File: src/sbe_pkg.sv
// shared constants and carrier types of the skip, branch and or-literal execution unit
//
// Notes on behaviour
// - decrement reads 7-bit addressed file register
// - destination bit 0 to acc, 1 to file
// - zero decrement result turns next slot into nop
// - nonzero result lets the next instruction run
// - increment reads addressed file register, adds one
// - zero increment result turns next slot into nop
// - jump loads 11-bit literal into pc low bits
// - jump takes pc bits 14:11 from latch 6:3
// - jump occupies two instruction slots
// - or literal into acc, update zero flag
`default_nettype none

package sbe_pkg;

	localparam int INSTR_W = 14;
	localparam int DATA_W = 8;
	localparam int FADDR_W = 7;
	localparam int PC_W = 15;
	localparam int LATCH_W = 7;
	localparam int JUMP_LIT_W = 11;

	// opcode fields and patterns
	localparam int OPC6_HI = 13;
	localparam int OPC6_LO = 8;
	localparam int OPC3_LO = 11;
	localparam logic [5:0] OPC_DEC_SKIP = 6'h0b;
	localparam logic [5:0] OPC_INC_SKIP = 6'h0f;
	localparam logic [5:0] OPC_OR_LIT = 6'h38;
	localparam logic [2:0] OPC_JUMP = 3'h5;

	// operand fields
	localparam int DEST_BIT = 7;
	localparam int FADDR_HI = 6;
	localparam int LIT8_HI = 7;
	localparam int LIT11_HI = 10;
	localparam int LATCH_SEL_HI = 6;
	localparam int LATCH_SEL_LO = 3;

	// destination encodings
	localparam logic DEST_ACC = 1'b0;
	localparam logic DEST_FILE = 1'b1;

	// reset values
	localparam logic [7:0] ACC_RST = 8'h00;
	localparam logic ZERO_RST = 1'b0;
	localparam logic [6:0] FADDR_RST = 7'h00;
	localparam logic [14:0] PC_RST = 15'h0000;

	typedef struct packed {
		logic valid;
		logic [INSTR_W-1:0] word;
	} sbe_instr_s;

	typedef struct packed {
		logic re;
		logic we;
		logic [FADDR_W-1:0] addr;
		logic [DATA_W-1:0] wdata;
	} sbe_file_req_s;

	typedef struct packed {
		logic load;
		logic [PC_W-1:0] target;
	} sbe_pc_s;

	typedef enum logic [1:0] {
		SBE_IDLE = 2'b00,
		SBE_READ = 2'b01,
		SBE_EXEC = 2'b11,
		SBE_DISCARD = 2'b10
	} sbe_state_e;

endpackage

`default_nettype wire

File: src/sbe_exec_unit.sv
// execution of increment-skip, decrement-skip, absolute jump and or-literal
`default_nettype none

module sbe_exec_unit (
	// clock and reset
	input wire logic sys_clk,
	input wire logic resetn,
	// instruction stream from fetch
	input wire sbe_pkg::sbe_instr_s instr,
	output logic instr_ready,
	// file register port
	output sbe_pkg::sbe_file_req_s file_req,
	input wire logic [sbe_pkg::DATA_W-1:0] file_rdata,
	// high-address latch
	input wire logic [sbe_pkg::LATCH_W-1:0] pc_high_latch,
	// program counter load
	output sbe_pkg::sbe_pc_s pc_out,
	// working register and zero flag
	output logic [sbe_pkg::DATA_W-1:0] acc,
	output logic zero_flag,
	output logic zero_we,
	// slot reporting
	output logic nop_slot,
	output logic unknown_op
);

	import sbe_pkg::*;

	////////////////////////////////////////////////////////////////////////////
	// decode of the incoming word

	logic accept;
	logic is_dec;
	logic is_inc;
	logic is_jump;
	logic is_or;
	logic [FADDR_W-1:0] dec_addr;
	logic dec_dest;
	logic [DATA_W-1:0] dec_lit8;
	logic [JUMP_LIT_W-1:0] dec_lit11;
	sbe_state_e state;
	sbe_state_e next_state;

	always_comb
	begin
		accept = instr.valid & instr_ready;
		is_dec = (instr.word[OPC6_HI:OPC6_LO] == OPC_DEC_SKIP);
		is_inc = (instr.word[OPC6_HI:OPC6_LO] == OPC_INC_SKIP);
		is_or = (instr.word[OPC6_HI:OPC6_LO] == OPC_OR_LIT);
		is_jump = (instr.word[OPC6_HI:OPC3_LO] == OPC_JUMP);
		dec_addr = instr.word[FADDR_HI:0];
		dec_dest = instr.word[DEST_BIT];
		dec_lit8 = instr.word[LIT8_HI:0];
		dec_lit11 = instr.word[LIT11_HI:0];
	end

	////////////////////////////////////////////////////////////////////////////
	// held operation for the read and execute steps

	logic op_dec;
	logic op_dest;
	logic next_op_dec;
	logic next_op_dest;

	always_comb
	begin
		next_op_dec = op_dec;
		next_op_dest = op_dest;
		if (accept && (state == SBE_IDLE) && (is_dec || is_inc))
		begin
			next_op_dec = is_dec;
			next_op_dest = dec_dest;
		end
	end

	always_ff @(posedge sys_clk or negedge resetn)
	begin
		if (!resetn)
		begin
			op_dec <= 1'b0;
			op_dest <= DEST_ACC;
		end
		else
		begin
			op_dec <= next_op_dec;
			op_dest <= next_op_dest;
		end
	end

	////////////////////////////////////////////////////////////////////////////
	// arithmetic and jump target

	logic [DATA_W-1:0] step_result;
	logic step_zero;
	logic [PC_W-1:0] jump_target;

	sbe_incdec #(
		.W(DATA_W)
	) u_incdec (
		.operand(file_rdata),
		.decrement(op_dec),
		.result(step_result),
		.is_zero(step_zero)
	);

	sbe_pc_build u_pc_build (
		.literal(dec_lit11),
		.pc_high_latch(pc_high_latch),
		.target(jump_target)
	);

	////////////////////////////////////////////////////////////////////////////
	// sequencer

	logic next_instr_ready;

	always_comb
	begin
		next_state = state;
		case (state)
			SBE_IDLE:
			begin
				if (accept)
				begin
					if (is_dec || is_inc)
						next_state = SBE_READ;
					else if (is_jump)
						next_state = SBE_DISCARD;
					else
						next_state = SBE_IDLE;
				end
			end
			SBE_READ:
			begin
				next_state = SBE_EXEC;
			end
			SBE_EXEC:
			begin
				if (step_zero)
					next_state = SBE_DISCARD;
				else
					next_state = SBE_IDLE;
			end
			SBE_DISCARD:
			begin
				if (accept)
					next_state = SBE_IDLE;
			end
			default:
			begin
				next_state = SBE_IDLE;
			end
		endcase
		next_instr_ready = (next_state == SBE_IDLE) || (next_state == SBE_DISCARD);
	end

	always_ff @(posedge sys_clk or negedge resetn)
	begin
		if (!resetn)
		begin
			state <= SBE_IDLE;
			instr_ready <= 1'b0;
		end
		else
		begin
			state <= next_state;
			instr_ready <= next_instr_ready;
		end
	end

	////////////////////////////////////////////////////////////////////////////
	// file register requests

	sbe_file_req_s next_file_req;

	always_comb
	begin
		next_file_req = file_req;
		next_file_req.re = 1'b0;
		next_file_req.we = 1'b0;
		case (state)
			SBE_IDLE:
			begin
				if (accept && (is_dec || is_inc))
				begin
					next_file_req.re = 1'b1;
					next_file_req.addr = dec_addr;
				end
			end
			SBE_READ:
			begin
				next_file_req.re = 1'b1;
			end
			SBE_EXEC:
			begin
				if (op_dest == DEST_FILE)
				begin
					next_file_req.we = 1'b1;
					next_file_req.wdata = step_result;
				end
			end
			SBE_DISCARD:
			begin
				next_file_req.re = 1'b0;
			end
			default:
			begin
				next_file_req.re = 1'b0;
			end
		endcase
	end

	always_ff @(posedge sys_clk or negedge resetn)
	begin
		if (!resetn)
		begin
			file_req.re <= 1'b0;
			file_req.we <= 1'b0;
			file_req.addr <= FADDR_RST;
			file_req.wdata <= ACC_RST;
		end
		else
		begin
			file_req <= next_file_req;
		end
	end

	////////////////////////////////////////////////////////////////////////////
	// program counter load

	sbe_pc_s next_pc_out;

	always_comb
	begin
		next_pc_out.load = 1'b0;
		next_pc_out.target = pc_out.target;
		if ((state == SBE_IDLE) && accept && is_jump)
		begin
			next_pc_out.load = 1'b1;
			next_pc_out.target = jump_target;
		end
	end

	always_ff @(posedge sys_clk or negedge resetn)
	begin
		if (!resetn)
		begin
			pc_out.load <= 1'b0;
			pc_out.target <= PC_RST;
		end
		else
		begin
			pc_out <= next_pc_out;
		end
	end

	////////////////////////////////////////////////////////////////////////////
	// working register and zero flag

	logic [DATA_W-1:0] next_acc;
	logic next_zero_flag;
	logic next_zero_we;
	logic [DATA_W-1:0] or_result;

	always_comb
	begin
		next_acc = acc;
		next_zero_flag = zero_flag;
		next_zero_we = 1'b0;
		or_result = acc | dec_lit8;
		if ((state == SBE_IDLE) && accept && is_or)
		begin
			next_acc = or_result;
			next_zero_flag = (or_result == '0);
			next_zero_we = 1'b1;
		end
		else if ((state == SBE_EXEC) && (op_dest == DEST_ACC))
		begin
			next_acc = step_result;
		end
	end

	always_ff @(posedge sys_clk or negedge resetn)
	begin
		if (!resetn)
		begin
			acc <= ACC_RST;
			zero_flag <= ZERO_RST;
			zero_we <= 1'b0;
		end
		else
		begin
			acc <= next_acc;
			zero_flag <= next_zero_flag;
			zero_we <= next_zero_we;
		end
	end

	////////////////////////////////////////////////////////////////////////////
	// slot reporting

	logic next_nop_slot;
	logic next_unknown_op;

	always_comb
	begin
		// the word fetched behind a taken skip or a jump is dropped
		next_nop_slot = (state == SBE_DISCARD) && accept;
		next_unknown_op = (state == SBE_IDLE) && accept && !(is_dec || is_inc || is_jump || is_or);
	end

	always_ff @(posedge sys_clk or negedge resetn)
	begin
		if (!resetn)
		begin
			nop_slot <= 1'b0;
			unknown_op <= 1'b0;
		end
		else
		begin
			nop_slot <= next_nop_slot;
			unknown_op <= next_unknown_op;
		end
	end

endmodule

`default_nettype wire

File: src/sbe_incdec.sv
// increment or decrement by one with a zero detect
`default_nettype none

module sbe_incdec #(
	parameter int W = 8
) (
	// operand
	input wire logic [W-1:0] operand,
	input wire logic decrement,
	// result
	output logic [W-1:0] result,
	output logic is_zero
);

	always_comb
	begin
		if (decrement)
			result = operand - W'(1);
		else
			result = operand + W'(1);
		is_zero = (result == '0);
	end

endmodule

`default_nettype wire

File: src/sbe_pc_build.sv
// jump target assembly from the literal and the high-address latch
`default_nettype none

module sbe_pc_build
	import sbe_pkg::*;
(
	// sources
	input wire logic [sbe_pkg::JUMP_LIT_W-1:0] literal,
	input wire logic [sbe_pkg::LATCH_W-1:0] pc_high_latch,
	// target
	output logic [sbe_pkg::PC_W-1:0] target
);

	always_comb
	begin
		target = {pc_high_latch[LATCH_SEL_HI:LATCH_SEL_LO], literal};
	end

endmodule

`default_nettype wire

File: config.mk
export PLATFORM = sky130hd
export DESIGN_NAME = sbe_exec_unit
export DESIGN_NICKNAME = d
export VERILOG_FILES = /design/src/sbe_pkg.sv /design/src/sbe_exec_unit.sv /design/src/sbe_incdec.sv /design/src/sbe_pc_build.sv
export SDC_FILE = /design/constraint.sdc
export NUM_CORES = 1
export LEC_CHECK = 0
export ABC_AREA = 1
export BUFFER_PORTS_ARGS = -buffer_cell sky130_fd_sc_hd__buf_4
export CELL_PAD_IN_SITES_DETAIL_PLACEMENT = 1
export CELL_PAD_IN_SITES_GLOBAL_PLACEMENT = 1
export CORE_AREA = 2 2 90 83
export CTS_CLUSTER_DIAMETER = 150
export CTS_CLUSTER_SIZE = 8
export DETAILED_ROUTE_END_ITERATION = 12
export DIE_AREA = 0 0 92 85
export PLACE_DENSITY = 0.87
export SLEW_MARGIN = 10
export SYNTH_ARGS = -nofsm -noshare
export SYNTH_HDL_FRONTEND = slang
export SYNTH_SLANG_ARGS = --single-unit
File: constraint.sdc
create_clock -name sys_clk -period 2.2 [get_ports sys_clk]
set_input_delay 0.44 -clock sys_clk [delete_from_list [all_inputs] [get_ports sys_clk]]
set_output_delay 0.44 -clock sys_clk [all_outputs]
set_load 0.1 [all_outputs]
==> impl_metrics.toml <==
[floorplanning]
die_x_um = 92
die_area_sq_um = 7820
initial_core_util = 0.353
rows = 29
ioPinCount = 78
coreArea_sq_um = 6890
die_h_um = 85

[drt]
antenna_left = 0
first_pass_iters = 4
routedWlPerCell_um = 14.1
wl_um = 6550
vias = 2167
drt_iter0_drc = 100
vias_per_cell = 4.65
drc = 0

[timing]
rsz0062_at_grt = "no"
slew_headroom = 0.574
setup_violations = 0
min_period_ns = 1.89
fmax_ghz = 0.529
tightest_slew_ns = 0.638
report.final.slew_viol_count = 0
hold_violations = 0
skew_ns = 0.0102
tns_ns = 0
fin_crit_sh = 0.860

[critical_path]
r2r_start = "op_dec"
worstPathRequired_ns = 2.38
cp.arrival_ns = 2.07
worstPathMaxFanout = 9
crit_path_end_kind = "flop"
r2r_cells = 14
regToRegSetupSlack_ns = 0.31
critPathKind = "reg -> reg"
start_kind = "flop"

[worst_hold_path]
min_path_type = "in -> async"

[yosys]
ys_seq_area_frac = 0.514
synth_area_leaders = "dfrtp_1 51%, nand2_1 15%, inv_1 6.8%, o21ai_0 4.3%, ha_1 3.6%"
synth_edf_count = 0
synthTopCellsByCount = "95 x nand2_1, 50 x dfrtp_1, 44 x inv_1"
synth_top_family_by_area = "simple AND/OR/NAND/NOR gates"
synth_most_common_cell = "nand2_1"
ys.flop_type = "dfrtp_1"
synth_nets = 336
synth.area.mux_share = 0
yosys.area_share.xor_xnor = 0.00720
syn_area_sq_um = 2430
synth_top_area_share = 0.514
synth_cells = 296
yosys.area.top_type = "dfrtp_1"
synth_area_per_cell_sq_um = 8.22
yosysWarnings = 0
synth-async-reset-ratio = 1.00
synth_adder_area_share = 0.0442
yosys.area_share.simple = 0.244
synth_compound_area_frac = 0.0993
synth.distinct_cells = 29
synth-seq-cells = 50

[global_routing]
grt_usage = 0.171
grt_pass1_vias = 2241
grt_pass1_wl_um = 10600
grt_max_degree = 51
overflow = 0
antenna_found_initial = 0

[cells_and_area]
syn2layout_area_growth_pct = 31.9
fin_nets = 412
n_antenna_cell = 0
drive_gt1_frac = 0.255

[clock_tree]
cts_root_buf = "clkbuf_8"
cts_setup_buffers = 0
clk_pin_slew_ns = 0.10
cts_buffers = 5
cts_tree = "built"
htree_levels = 2
cts_buffer_depth = 2
clkLatencyLatePin_ns = 0.31
cts_sinks = 50

[placed_design]
portBuffers = 74
dp_hpwl_um = 4990
gp_congestion = 0.789

[run_status]
outcome = "completed"

[run]
drv_cap = 0
state kept, by name (all words and copies together) (netlist names), named ones only:
| signal | flops |
|---|---|
| instr_ready | 1 |
| nop_slot | 1 |
| pc_out | 16 |
| file_req | 17 |
| op_dest | 1 |
| op_dec | 1 |
| acc | 8 |
| unknown_op | 1 |
| state | 1 |
| zero_flag | 1 |
| zero_we | 1 |
worst max-delay path by stage:
stage | from | to | depth (start not counted)
floorplan | instr_ready | pc_out[10] | 8
global placement | file_rdata[0] | flop | 15
detailed placement | op_dec | flop | 14
CTS | op_dec | flop | 14
global route | op_dec | flop | 14
finish | op_dec | flop | 14
area by class of cell:
type                       instances  area [sq um]
clock inverter                     2          60.1
multi-input combinational        194           961
fill                             858          3690
inverter                          46           173
timing repair buffer              75           563
clock buffer                       6          82.6
sequential                        50          1250
tap                               93           116
metal layers:
metal  vias to the layer above  GRT usage  share of wire
met1                      1032      0.212           0.44
met2                        49      0.300           0.50
met3                        10     0.0373          0.039
li1                       1076          -              -
met4                         0     0.0543          0.018
met5                         -          0              0
cell families after synthesis:
kind of cell / after synthesis
adder cells (fa/ha/maj): 8
AND/OR/NAND/NOR: 140
flip-flops: 50
XOR/XNOR: 2
buffers and inverters: 52
AO/OA/AOI/OAI: 44
placed cells by master (no fill, tap or decap), drive strengths merged:
| master | instances |
|---|---|
| a21oi | 4 |
| a31oi | 3 |
| buf | 75 |
| bufinv | 2 |
| clkbuf | 6 |
| dfrtp | 50 |
| fa | 1 |
| ha | 7 |
| inv | 46 |
| nand2 | 96 |
| nand3 | 17 |
| nand4 | 1 |
| nor2 | 21 |
| nor3 | 2 |
| nor4 | 1 |
| o211ai | 2 |
| o21ai | 32 |
| o221ai | 1 |
| o22ai | 2 |
| or2 | 2 |
| xnor2 | 2 |
repair_timing:
action,CTS,global route
hold buffers,0,0
hold endpoints to repair,0,0
setup endpoints to repair,0,1
gates resized for setup,0,1
worst max-delay path, cell delays in order, from the launching register on:
cell and delay [ns]:
dfrtp_2 0.50, inv_1 0.09, fa_1 0.40, inv_1 0.07, nand2_1 0.04, nand2_1 0.09, nand3_1 0.09, nand2_1 0.07
nand2_1 0.05, nand2_1 0.10, nor2_1 0.06, nand2_1 0.06, nand2_1 0.05, nand2_1 0.05, nand2_1 0.04
stage by stage:
| stage | util | setup WS (ns) | hold WS, ns | area [sq um] | cells |
|---|---|---|---|---|---|
| detailed placement | 0.444 | 0.191 | 0.461 | 3060 | 458 |
| CTS | 0.465 | 0.167 | 0.173 | 3210 | 466 |
| floorplan | - | 0.287 | 0.144 | 2430 | 296 |
| global route | 0.465 | 0.0854 | 0.179 | 3210 | 466 |
| finish | 0.465 | 0.309 | 0.147 | 3210 | 466 |
| global placement | 0.444 | 0.259 | 0.457 | 3060 | 458 |
Power is left out: the tool's default activity adds up to more than one toggle a clock period on the data nets, which glitch-free logic cannot reach.
